==> config.mk <==
export PLATFORM = sky130hd
export DESIGN_NAME = deac_display_ctrl
export DESIGN_NICKNAME = d
export VERILOG_FILES = /design/src/core/deac_pkg.sv /design/src/core/deac_flash_if.sv /design/src/core/deac_flash_gen.sv /design/src/core/deac_display_ctrl.sv
export SDC_FILE = /design/constraint.sdc
export NUM_CORES = 1
export LEC_CHECK = 0
export BUFFER_PORTS_ARGS = -buffer_cell sky130_fd_sc_hd__buf_4
export CAP_MARGIN = 20
export CORE_UTILIZATION = 50
export CTS_CLUSTER_SIZE = 28
export DETAILED_ROUTE_END_ITERATION = 7
export GPL_ROUTABILITY_DRIVEN = 0
export PLACE_DENSITY = 0.92
export SLEW_MARGIN = 20
export SYNTH_ARGS = -nofsm -noshare
export SYNTH_HDL_FRONTEND = slang
export SYNTH_SLANG_ARGS = --single-unit
export TNS_END_PERCENT = 5
==> constraint.sdc <==
create_clock -name clk -period 7.5 [get_ports clk]
set_clock_uncertainty 0.2 [all_clocks]
set_input_delay 0.375 -clock clk [delete_from_list [all_inputs] [get_ports clk]]
set_output_delay 0.375 -clock clk [all_outputs]
set_load 0.005 [all_outputs]
==> src/core/deac_pkg.sv <==
package deac_pkg;
    localparam int DEAC_ADDR_W = 18;
    localparam int DEAC_DATA_W = 32;
    localparam int DEAC_IDX_W = 16;
    localparam logic [DEAC_IDX_W-1:0] DEAC_IDX_POWER_SAVE = 16'h8008;
    localparam logic [DEAC_IDX_W-1:0] DEAC_IDX_DISPLAY_ON = 16'h8009;
    localparam logic [DEAC_IDX_W-1:0] DEAC_IDX_ATTRIBUTES = 16'h800a;
    localparam logic [DEAC_IDX_W-1:0] DEAC_IDX_CONFIG = 16'h8030;
    localparam logic [DEAC_IDX_W-1:0] DEAC_IDX_STATUS = 16'h8031;
    localparam int DEAC_PS_EN_BIT = 0;
    localparam int DEAC_DISP_EN_BIT = 0;
    localparam int DEAC_CFG_INDIRECT_BIT = 0;
    localparam int DEAC_CFG_DUAL_BIT = 3;
    localparam int DEAC_STAT_PS_BIT = 0;
    localparam int DEAC_STAT_PEND_BIT = 1;
    localparam int DEAC_STAT_CURSOR_BIT = 2;
    localparam int DEAC_ATTR_L3_LSB = 6;
    localparam int DEAC_ATTR_L2_LSB = 4;
    localparam int DEAC_ATTR_L1_LSB = 2;
    localparam int DEAC_ATTR_CUR_LSB = 0;
    localparam logic [1:0] DEAC_FLASH_BLANK = 2'h0;
    localparam logic [1:0] DEAC_FLASH_STEADY = 2'h1;
    localparam logic [1:0] DEAC_FLASH_SLOW = 2'h2;
    localparam logic [1:0] DEAC_FLASH_FAST = 2'h3;
    localparam logic DEAC_PS_RESET = 1'b1;
    localparam logic DEAC_DISP_RESET = 1'b0;
    localparam logic [7:0] DEAC_ATTR_RESET = 8'h00;
    localparam logic [7:0] DEAC_CFG_RESET = 8'h00;
    localparam int DEAC_FAST_DIV = 4;
    localparam int DEAC_SLOW_DIV = 32;
    localparam int DEAC_CURSOR_SLOW_DIV = 64;
    localparam int DEAC_CURSOR_ON_PCT = 70;
    localparam int DEAC_PCT_FULL = 100;
    localparam int DEAC_CURSOR_W = 16;

    typedef enum logic [1:0] {
        DEAC_PS_SAVE = 2'h0,
        DEAC_PS_PENDING = 2'h1,
        DEAC_PS_ACTIVE = 2'h3
    } deac_ps_state_type;

    function automatic logic [DEAC_ADDR_W-1:0] deac_byte_addr(input logic [DEAC_IDX_W-1:0] idx);
        deac_byte_addr = {idx, 2'h0};
    endfunction
endpackage

==> src/core/deac_flash_if.sv <==
`timescale 1ns/1ps
`default_nettype none
interface deac_flash_if;
    logic fast_on;
    logic slow_on;
    logic cursor_slow_on;
    logic cursor_vslow_on;
    modport gen (output fast_on, output slow_on, output cursor_slow_on, output cursor_vslow_on);
    modport user (input fast_on, input slow_on, input cursor_slow_on, input cursor_vslow_on);
endinterface
`default_nettype wire

==> src/core/deac_flash_gen.sv <==
`timescale 1ns/1ps
`default_nettype none
module deac_flash_gen
    import deac_pkg::*;
#(
    parameter int CNT_W = 6
) (
    input wire logic clk,
    input wire logic rst_n,
    input wire logic frame_tick,
    deac_flash_if.gen flash
);
    if (CNT_W < $clog2(DEAC_CURSOR_SLOW_DIV)) begin : g_check
        $error("deac_flash_gen: CNT_W too small for the slowest flash period");
    end

    logic [CNT_W-1:0] frame_count;

    // Visible for the first half of each flash period
    function automatic logic half_on(input logic [CNT_W-1:0] c, input int div);
        half_on = (int'(c) % div) < (div / 2);
    endfunction

    // Visible while the phase is within the on share of the period
    function automatic logic duty_on(input logic [CNT_W-1:0] c, input int div);
        duty_on = ((int'(c) % div) * DEAC_PCT_FULL) < (div * DEAC_CURSOR_ON_PCT);
    endfunction

    // Free running frame counter
    always_ff @(posedge clk) begin
        if (!rst_n) begin
            frame_count <= '0;
        end else if (frame_tick) begin
            frame_count <= frame_count + 1'b1;
        end
    end

    assign flash.fast_on = half_on(frame_count, DEAC_FAST_DIV);
    assign flash.slow_on = half_on(frame_count, DEAC_SLOW_DIV);
    assign flash.cursor_slow_on = duty_on(frame_count, DEAC_SLOW_DIV);
    assign flash.cursor_vslow_on = duty_on(frame_count, DEAC_CURSOR_SLOW_DIV);
endmodule
`default_nettype wire

==> src/core/deac_display_ctrl.sv <==
// Implementation choice: the APB interface to the registers.
`timescale 1ns/1ps
`default_nettype none
module deac_display_ctrl
    import deac_pkg::*;
#(
    parameter int ADDR_W = DEAC_ADDR_W,
    parameter int CNT_W = 6
) (
    input wire logic clk,
    input wire logic rst_n,
    input wire logic psel,
    input wire logic penable,
    input wire logic pwrite,
    input wire logic [ADDR_W-1:0] paddr,
    input wire logic [DEAC_DATA_W-1:0] pwdata,
    output logic [DEAC_DATA_W-1:0] prdata,
    output logic pready,
    output logic pslverr,
    input wire logic frame_tick,
    input wire logic mem_write,
    input wire logic mem_read,
    input wire logic cursor_load,
    input wire logic [DEAC_CURSOR_W-1:0] cursor_load_addr,
    input wire logic cmd_display_switch,
    input wire logic cmd_display_on,
    input wire logic [7:0] cmd_param,
    output logic display_on,
    output logic power_save_active,
    output logic [3:0] block_visible,
    output logic cursor_visible,
    output logic cursor_enabled,
    output logic [DEAC_CURSOR_W-1:0] cursor_addr
);
    if (ADDR_W < DEAC_ADDR_W) begin : g_check
        $error("deac_display_ctrl: ADDR_W too narrow for the register map");
    end

    deac_flash_if flash ();

    deac_flash_gen #(
        .CNT_W(CNT_W)
    ) u_flash (
        .clk(clk),
        .rst_n(rst_n),
        .frame_tick(frame_tick),
        .flash(flash)
    );

    logic power_save_bit;
    logic display_enable;
    logic [7:0] attributes;
    logic [7:0] config_reg;
    deac_ps_state_type ps_state;
    logic [7:0] next_attributes;
    logic next_display_enable;
    logic [DEAC_DATA_W-1:0] next_prdata;

    logic apb_setup;
    logic apb_wr;
    logic hit_ps;
    logic hit_disp;
    logic hit_attr;
    logic hit_cfg;
    logic hit_stat;
    logic mapped;
    logic ps_set_wr;
    logic ps_clr_wr;
    logic indirect_mode;
    logic dual_panel;
    logic cmd_take;
    logic display_live;

    function automatic logic addr_hit(input logic [ADDR_W-1:0] a, input logic [DEAC_IDX_W-1:0] idx);
        addr_hit = (a[DEAC_ADDR_W-1:0] == deac_byte_addr(idx))
            && (a[ADDR_W-1:DEAC_ADDR_W-1] == (ADDR_W-DEAC_ADDR_W+1)'(a[DEAC_ADDR_W-1]));
    endfunction

    // Visibility of a screen block from its two-bit attribute field
    function automatic logic layer_show(input logic [1:0] f, input logic fast, input logic slow);
        case (f)
            DEAC_FLASH_BLANK: layer_show = 1'b0;
            DEAC_FLASH_STEADY: layer_show = 1'b1;
            DEAC_FLASH_SLOW: layer_show = slow;
            DEAC_FLASH_FAST: layer_show = fast;
            default: layer_show = 1'b0;
        endcase
    endfunction

    assign apb_setup = psel && !penable;
    assign apb_wr = psel && penable && pwrite;
    assign hit_ps = addr_hit(paddr, DEAC_IDX_POWER_SAVE);
    assign hit_disp = addr_hit(paddr, DEAC_IDX_DISPLAY_ON);
    assign hit_attr = addr_hit(paddr, DEAC_IDX_ATTRIBUTES);
    assign hit_cfg = addr_hit(paddr, DEAC_IDX_CONFIG);
    assign hit_stat = addr_hit(paddr, DEAC_IDX_STATUS);
    assign mapped = hit_ps || hit_disp || hit_attr || hit_cfg || hit_stat;
    assign pready = 1'b1;
    assign pslverr = psel && penable && !mapped;
    assign ps_set_wr = apb_wr && hit_ps && pwdata[DEAC_PS_EN_BIT];
    assign ps_clr_wr = apb_wr && hit_ps && !pwdata[DEAC_PS_EN_BIT];
    assign indirect_mode = config_reg[DEAC_CFG_INDIRECT_BIT];
    assign dual_panel = config_reg[DEAC_CFG_DUAL_BIT];
    assign cmd_take = cmd_display_switch && indirect_mode;
    assign display_live = display_enable && (ps_state == DEAC_PS_ACTIVE);

    // Power save enable bit, set from reset
    always_ff @(posedge clk) begin
        if (!rst_n) begin
            power_save_bit <= DEAC_PS_RESET;
        end else if (apb_wr && hit_ps) begin
            power_save_bit <= pwdata[DEAC_PS_EN_BIT];
        end
    end

    // Power save sequencing
    always_ff @(posedge clk) begin
        if (!rst_n) begin
            ps_state <= DEAC_PS_SAVE;
        end else begin
            case (ps_state)
                DEAC_PS_SAVE: begin
                    if (ps_clr_wr) begin
                        ps_state <= indirect_mode ? DEAC_PS_ACTIVE : DEAC_PS_PENDING;
                    end
                end
                DEAC_PS_PENDING: begin
                    if (ps_set_wr) begin
                        ps_state <= DEAC_PS_SAVE;
                    end else if (apb_wr) begin
                        ps_state <= DEAC_PS_ACTIVE;
                    end
                end
                DEAC_PS_ACTIVE: begin
                    if (ps_set_wr) begin
                        ps_state <= DEAC_PS_SAVE;
                    end
                end
                default: begin
                    ps_state <= DEAC_PS_SAVE;
                end
            endcase
        end
    end

    // Display enable: power save entry wins over any other source
    always_comb begin
        next_display_enable = display_enable;
        if (ps_set_wr) begin
            next_display_enable = 1'b0;
        end else if (apb_wr && hit_disp) begin
            next_display_enable = pwdata[DEAC_DISP_EN_BIT];
        end else if (cmd_take) begin
            next_display_enable = cmd_display_on;
        end
    end

    always_ff @(posedge clk) begin
        if (!rst_n) begin
            display_enable <= DEAC_DISP_RESET;
        end else begin
            display_enable <= next_display_enable;
        end
    end

    // Attributes: a memory write re-enables a blank cursor, even over a clearing write
    always_comb begin
        next_attributes = attributes;
        if (apb_wr && hit_attr) begin
            next_attributes = pwdata[7:0];
        end else if (cmd_take) begin
            next_attributes = cmd_param;
        end
        if (mem_write && next_attributes[DEAC_ATTR_CUR_LSB+:2] == DEAC_FLASH_BLANK) begin
            next_attributes[DEAC_ATTR_CUR_LSB+:2] = DEAC_FLASH_STEADY;
        end
    end

    always_ff @(posedge clk) begin
        if (!rst_n) begin
            attributes <= DEAC_ATTR_RESET;
        end else begin
            attributes <= next_attributes;
        end
    end

    always_ff @(posedge clk) begin
        if (!rst_n) begin
            config_reg <= DEAC_CFG_RESET;
        end else if (apb_wr && hit_cfg) begin
            config_reg <= pwdata[7:0];
        end
    end

    // Cursor position follows every memory access, except in a cycle with a cursor load
    always_ff @(posedge clk) begin
        if (!rst_n) begin
            cursor_addr <= '0;
        end else if (cursor_load) begin
            cursor_addr <= cursor_load_addr;
        end else if (mem_write || mem_read) begin
            cursor_addr <= cursor_addr + 1'b1;
        end
    end

    // Read data is captured in the setup phase
    always_comb begin
        next_prdata = '0;
        if (hit_ps) begin
            next_prdata[DEAC_PS_EN_BIT] = power_save_bit;
        end
        if (hit_disp) begin
            next_prdata[DEAC_DISP_EN_BIT] = display_enable;
        end
        if (hit_attr) begin
            next_prdata[7:0] = attributes;
        end
        if (hit_cfg) begin
            next_prdata[7:0] = config_reg;
        end
        if (hit_stat) begin
            next_prdata[DEAC_STAT_PS_BIT] = ps_state != DEAC_PS_ACTIVE;
            next_prdata[DEAC_STAT_PEND_BIT] = ps_state == DEAC_PS_PENDING;
            next_prdata[DEAC_STAT_CURSOR_BIT] = cursor_enabled;
        end
    end

    always_ff @(posedge clk) begin
        if (!rst_n) begin
            prdata <= '0;
        end else if (apb_setup) begin
            prdata <= next_prdata;
        end
    end

    // Registered panel-side view
    always_ff @(posedge clk) begin
        if (!rst_n) begin
            display_on <= 1'b0;
            power_save_active <= 1'b1;
            block_visible <= '0;
            cursor_visible <= 1'b0;
            cursor_enabled <= 1'b0;
        end else begin
            display_on <= display_live;
            power_save_active <= ps_state != DEAC_PS_ACTIVE;
            cursor_enabled <= attributes[DEAC_ATTR_CUR_LSB+:2] != DEAC_FLASH_BLANK;
            block_visible[0] <= display_live
                && layer_show(attributes[DEAC_ATTR_L1_LSB+:2], flash.fast_on, flash.slow_on);
            block_visible[1] <= display_live
                && layer_show(attributes[DEAC_ATTR_L2_LSB+:2], flash.fast_on, flash.slow_on);
            block_visible[2] <= display_live
                && layer_show(attributes[DEAC_ATTR_L3_LSB+:2], flash.fast_on, flash.slow_on);
            block_visible[3] <= display_live && dual_panel
                && layer_show(attributes[DEAC_ATTR_L2_LSB+:2], flash.fast_on, flash.slow_on);
            cursor_visible <= display_live && layer_show(attributes[DEAC_ATTR_CUR_LSB+:2],
                flash.cursor_vslow_on, flash.cursor_slow_on);
        end
    end
endmodule
`default_nettype wire

==> metrics.md <==
| Metric | Value |
|---|---|
| Area share of fa/ha/maj cells after synthesis | `10.1%` |
| Fraction of layout cells with a size suffix above 1 | `23.2%` |
| DIE WIDTH | `87.0 µm` |
| Initial antenna violation count | `0` |
| Ys async rst share | `0%` |
| Die ar. | `7570 µm²` |
| Vias | `3363` |
| Fmax | `306 MHz` |
| Synth Area in Simple Gates | `around 22%` |
| Multi-input logic area | `2230 µm²` |
| Status | `finished, final reports clean` |
| Clock network power share | `around 40%` |
| Final ANT Viol Nets | `0` |
| Final Cycle Share | `a little over two fifths` |
| Die height | `87.0 µm` |
| Dpl cell area | `4270 µm²` |
| Post-synth EDFFs | `0` |
| RSZ-0062 raised after global routing | `false` |
| First-pass GRT wire length | `14.2 mm` |
| End-of-flow core utilization | `between 60 and 70%` |
| WP data required | `7.55 ns` |
| Switching Fraction | `between 20% and 30%` |
| Total track usage | `24.0%` |
| Combinational group share of total power | `13.5%` |
| DRC | `0` |
| Max-cap viol count | `0` |
| M1 WL | `3.43 mm` |
| Cell count after synthesis | `425` |
| Placed insts | `598` |
| Count of cell types in the netlist | `50` |
| Main combinational cell family by area after synthesis | `simple AND/OR/NAND/NOR gates` |
| Pins Over Slew Limit | `0` |
| Std cell rows | `30` |
| Number of global-route vias before repair | `3130` |
| CP Max Fanout | `6` |
| Final hold vios | `0` |
| Synthesized area | `3610 µm²` |
| Layout area overhead | `23.5%` |
| Resized cells post-CTS | `0` |
| Fin cells | `slightly above 600` |
| Routed wire length on met3 | `694 µm` |
| Sum of routed wire length over all layers | `9.03 mm` |
| Reg with most FFs | `cursor_addr` |
| CP Launch Type | `flop` |
| Initial DRC count | `around 170` |
| Clock buffer count from CTS | `9` |
| P_int | `0.000519 W` |
| CTS HTree Levels | `3` |
| Post-synth top area share | `32.1%` |
| Core Region | `6870 µm²` |
| Largest net degree at the start of global routing | `33` |
| NetSw | `0.000184 W` |
| Static leakage | `roughly 2.2 nW` |
| Max FFs per register | `16` |
| Skew-Pair Late Insertion Delay | `0.33 ns` |
| PortBufs | `93` |
| Critical path capture point type | `flop` |
| Top sig layer | `met4` |
| Clk pin slew, worst setup/hold paths | `0.07 ns` |
| Most frequent cells in the layout | `buf_4 (93), dfxtp_1 (58), nor2_1 (52)` |
| WL met2 | `4.67 mm` |
| Crit path kind | `reg -> reg` |
| Top FF cell, synth | `dfxtp_1` |
| DPL Wire Length | `6.72 mm` |
| Antenna diodes | `0` |
| Vias per inst | `5.48` |
| Fillers | `595` |
| Post-CTS setup buffer count | `0` |
| Design Area, Final | `4460 µm²` |
| Hold WC Path Type | `in -> reg` |
| Slew @ Worst Pin | `1.05 ns` |
| Total power draw | `0.000703 W` |
| PwrDens | `158 nW/µm²` |
| TritonRoute pass-1 iters | `4` |
| Syn avg cell area | `8.50 µm²` |
| Post-synthesis mux area share | `4.47%` |
| Post-synthesis compound-gate area fraction | `between 10% and 20%` |
| Ranking of synthesized cells by area | `dfxtp_1 (32%), ha_1 (9.0%), buf_4 (5.4%)` |
| Crit path arrival time | `roughly 3.3 ns` |
| Starting density of the core | `52.6%` |
| Clk Tree Root Cell | `clkbuf_8` |
| Setup TNS Final | `0 ns` |
| Seq pwr share | `a little under half` |
| CTS tree | `yes` |
| GRT overflow | `0` |
| Clk sinks | `58` |
| XOR/XNOR share of the synthesized area | `8.00%` |
| Nets | `626` |
| Worst vdd rail ir drop | `~0.00011 V` |
| Warnings from Yosys | `0` |
| Routed len/inst | `14.7 µm` |
| Share of the yosys chip area belonging to registers | `32.1%` |
| Commonest non-fill, non-tap cell in the layout | `buf_4` |
| IO Pins | `143` |
| Relative slew slack | `30.1%` |
| Final setup viols | `0` |
| Hold Buf Count CTS | `0` |
| Yosys reg bits | `58` |
| Clock Path Buffers | `2` |
| Min Clock Period, post-route | `3.27 ns` |
| Leading area contributor after synthesis | `dfxtp_1` |
| Storage cell area | `approximately 1200 µm²` |
-- path summary, 6_finish.rpt --
check	from	end	slack [ns]	cells past startpoint
worst min register to register	config_reg[5]	config_reg[5]	0.26	2
worst min-delay path	cursor_load_addr[0]	cursor_addr[0]	0.07	3
worst max register to register	u_flash.frame_count[1]	cursor_visible	4.23	9
worst max-delay path	u_flash.frame_count[1]	cursor_visible	4.23	9
-- per-stage QoR --
step           hold WS [ns]  setup slack [ns]
4_1_cts              0.0696              4.23
3_3_place_gp          0.241              4.31
2_1_floorplan         0.225              4.48
6_report             0.0715              4.23
5_1_grt              0.0749              4.05
3_5_place_dp          0.247              4.26
-- power by group through the flow --
stage / Sequential (W) / Clock [W] / Combinational, W
after CTS: 0.000328 / 0.000281 / 0.0000946
after global placement: 0.000334 / 0 / 0.0000890
final: 0.000328 / 0.000281 / 0.0000946
after floorplan: 0.000333 / 0 / 0.0000530
after global routing: 0.000329 / 0.000299 / 0.000105
after detailed placement: 0.000335 / 0 / 0.0000929
-- cell usage after synthesis, drive strengths merged (13+ instances only) --
library cell and n:
o21ai 17, nand2 37, ha 26, xnor2 18
a21oi 26, nand3 20, mux2i 15, xor2 15
dfxtp 58, buf 28, nor2 52, inv 13
-- routing by layer --
layer | vias to the layer above | GRT usage, %
met5 | - | 0
met4 | 0 | 11.7
met2 | 156 | 42.7
li1 | 1613 | -
met1 | 1570 | 26.9
met3 | 24 | 5.59
-- worst max-delay path: stages, from the launching register on --
cell      delay (ns)
dfxtp_1         0.47
ha_1            0.31
ha_1            0.35
ha_1            0.34
fa_1            0.50
nor2b_1         0.14
a221o_1         0.29
a311oi_1        0.20
o211ai_1        0.14
a311oi_1        0.25
-- cells by family (layout without fill, tap and decap cells) --
family,Yosys count,after routing
compound gates,83,83
xor+xnor,33,33
fa+ha+maj,28,28
buf+inv,53,123
flops,58,58
mux,16,16
other cells,2,25
simple gates,152,152
-- layout make-up --
type | instances | share of cell area (%)
flip-flops and latches | 58 | 26.0
clock buffers | 9 | 2.78
inverters | 14 | 1.18
multi-input cells | 337 | 50.1
repair buffers | 93 | 15.7
clock inverters | 7 | 1.57
well taps | 96 | 2.69
(Power assumes the default switching activity.)
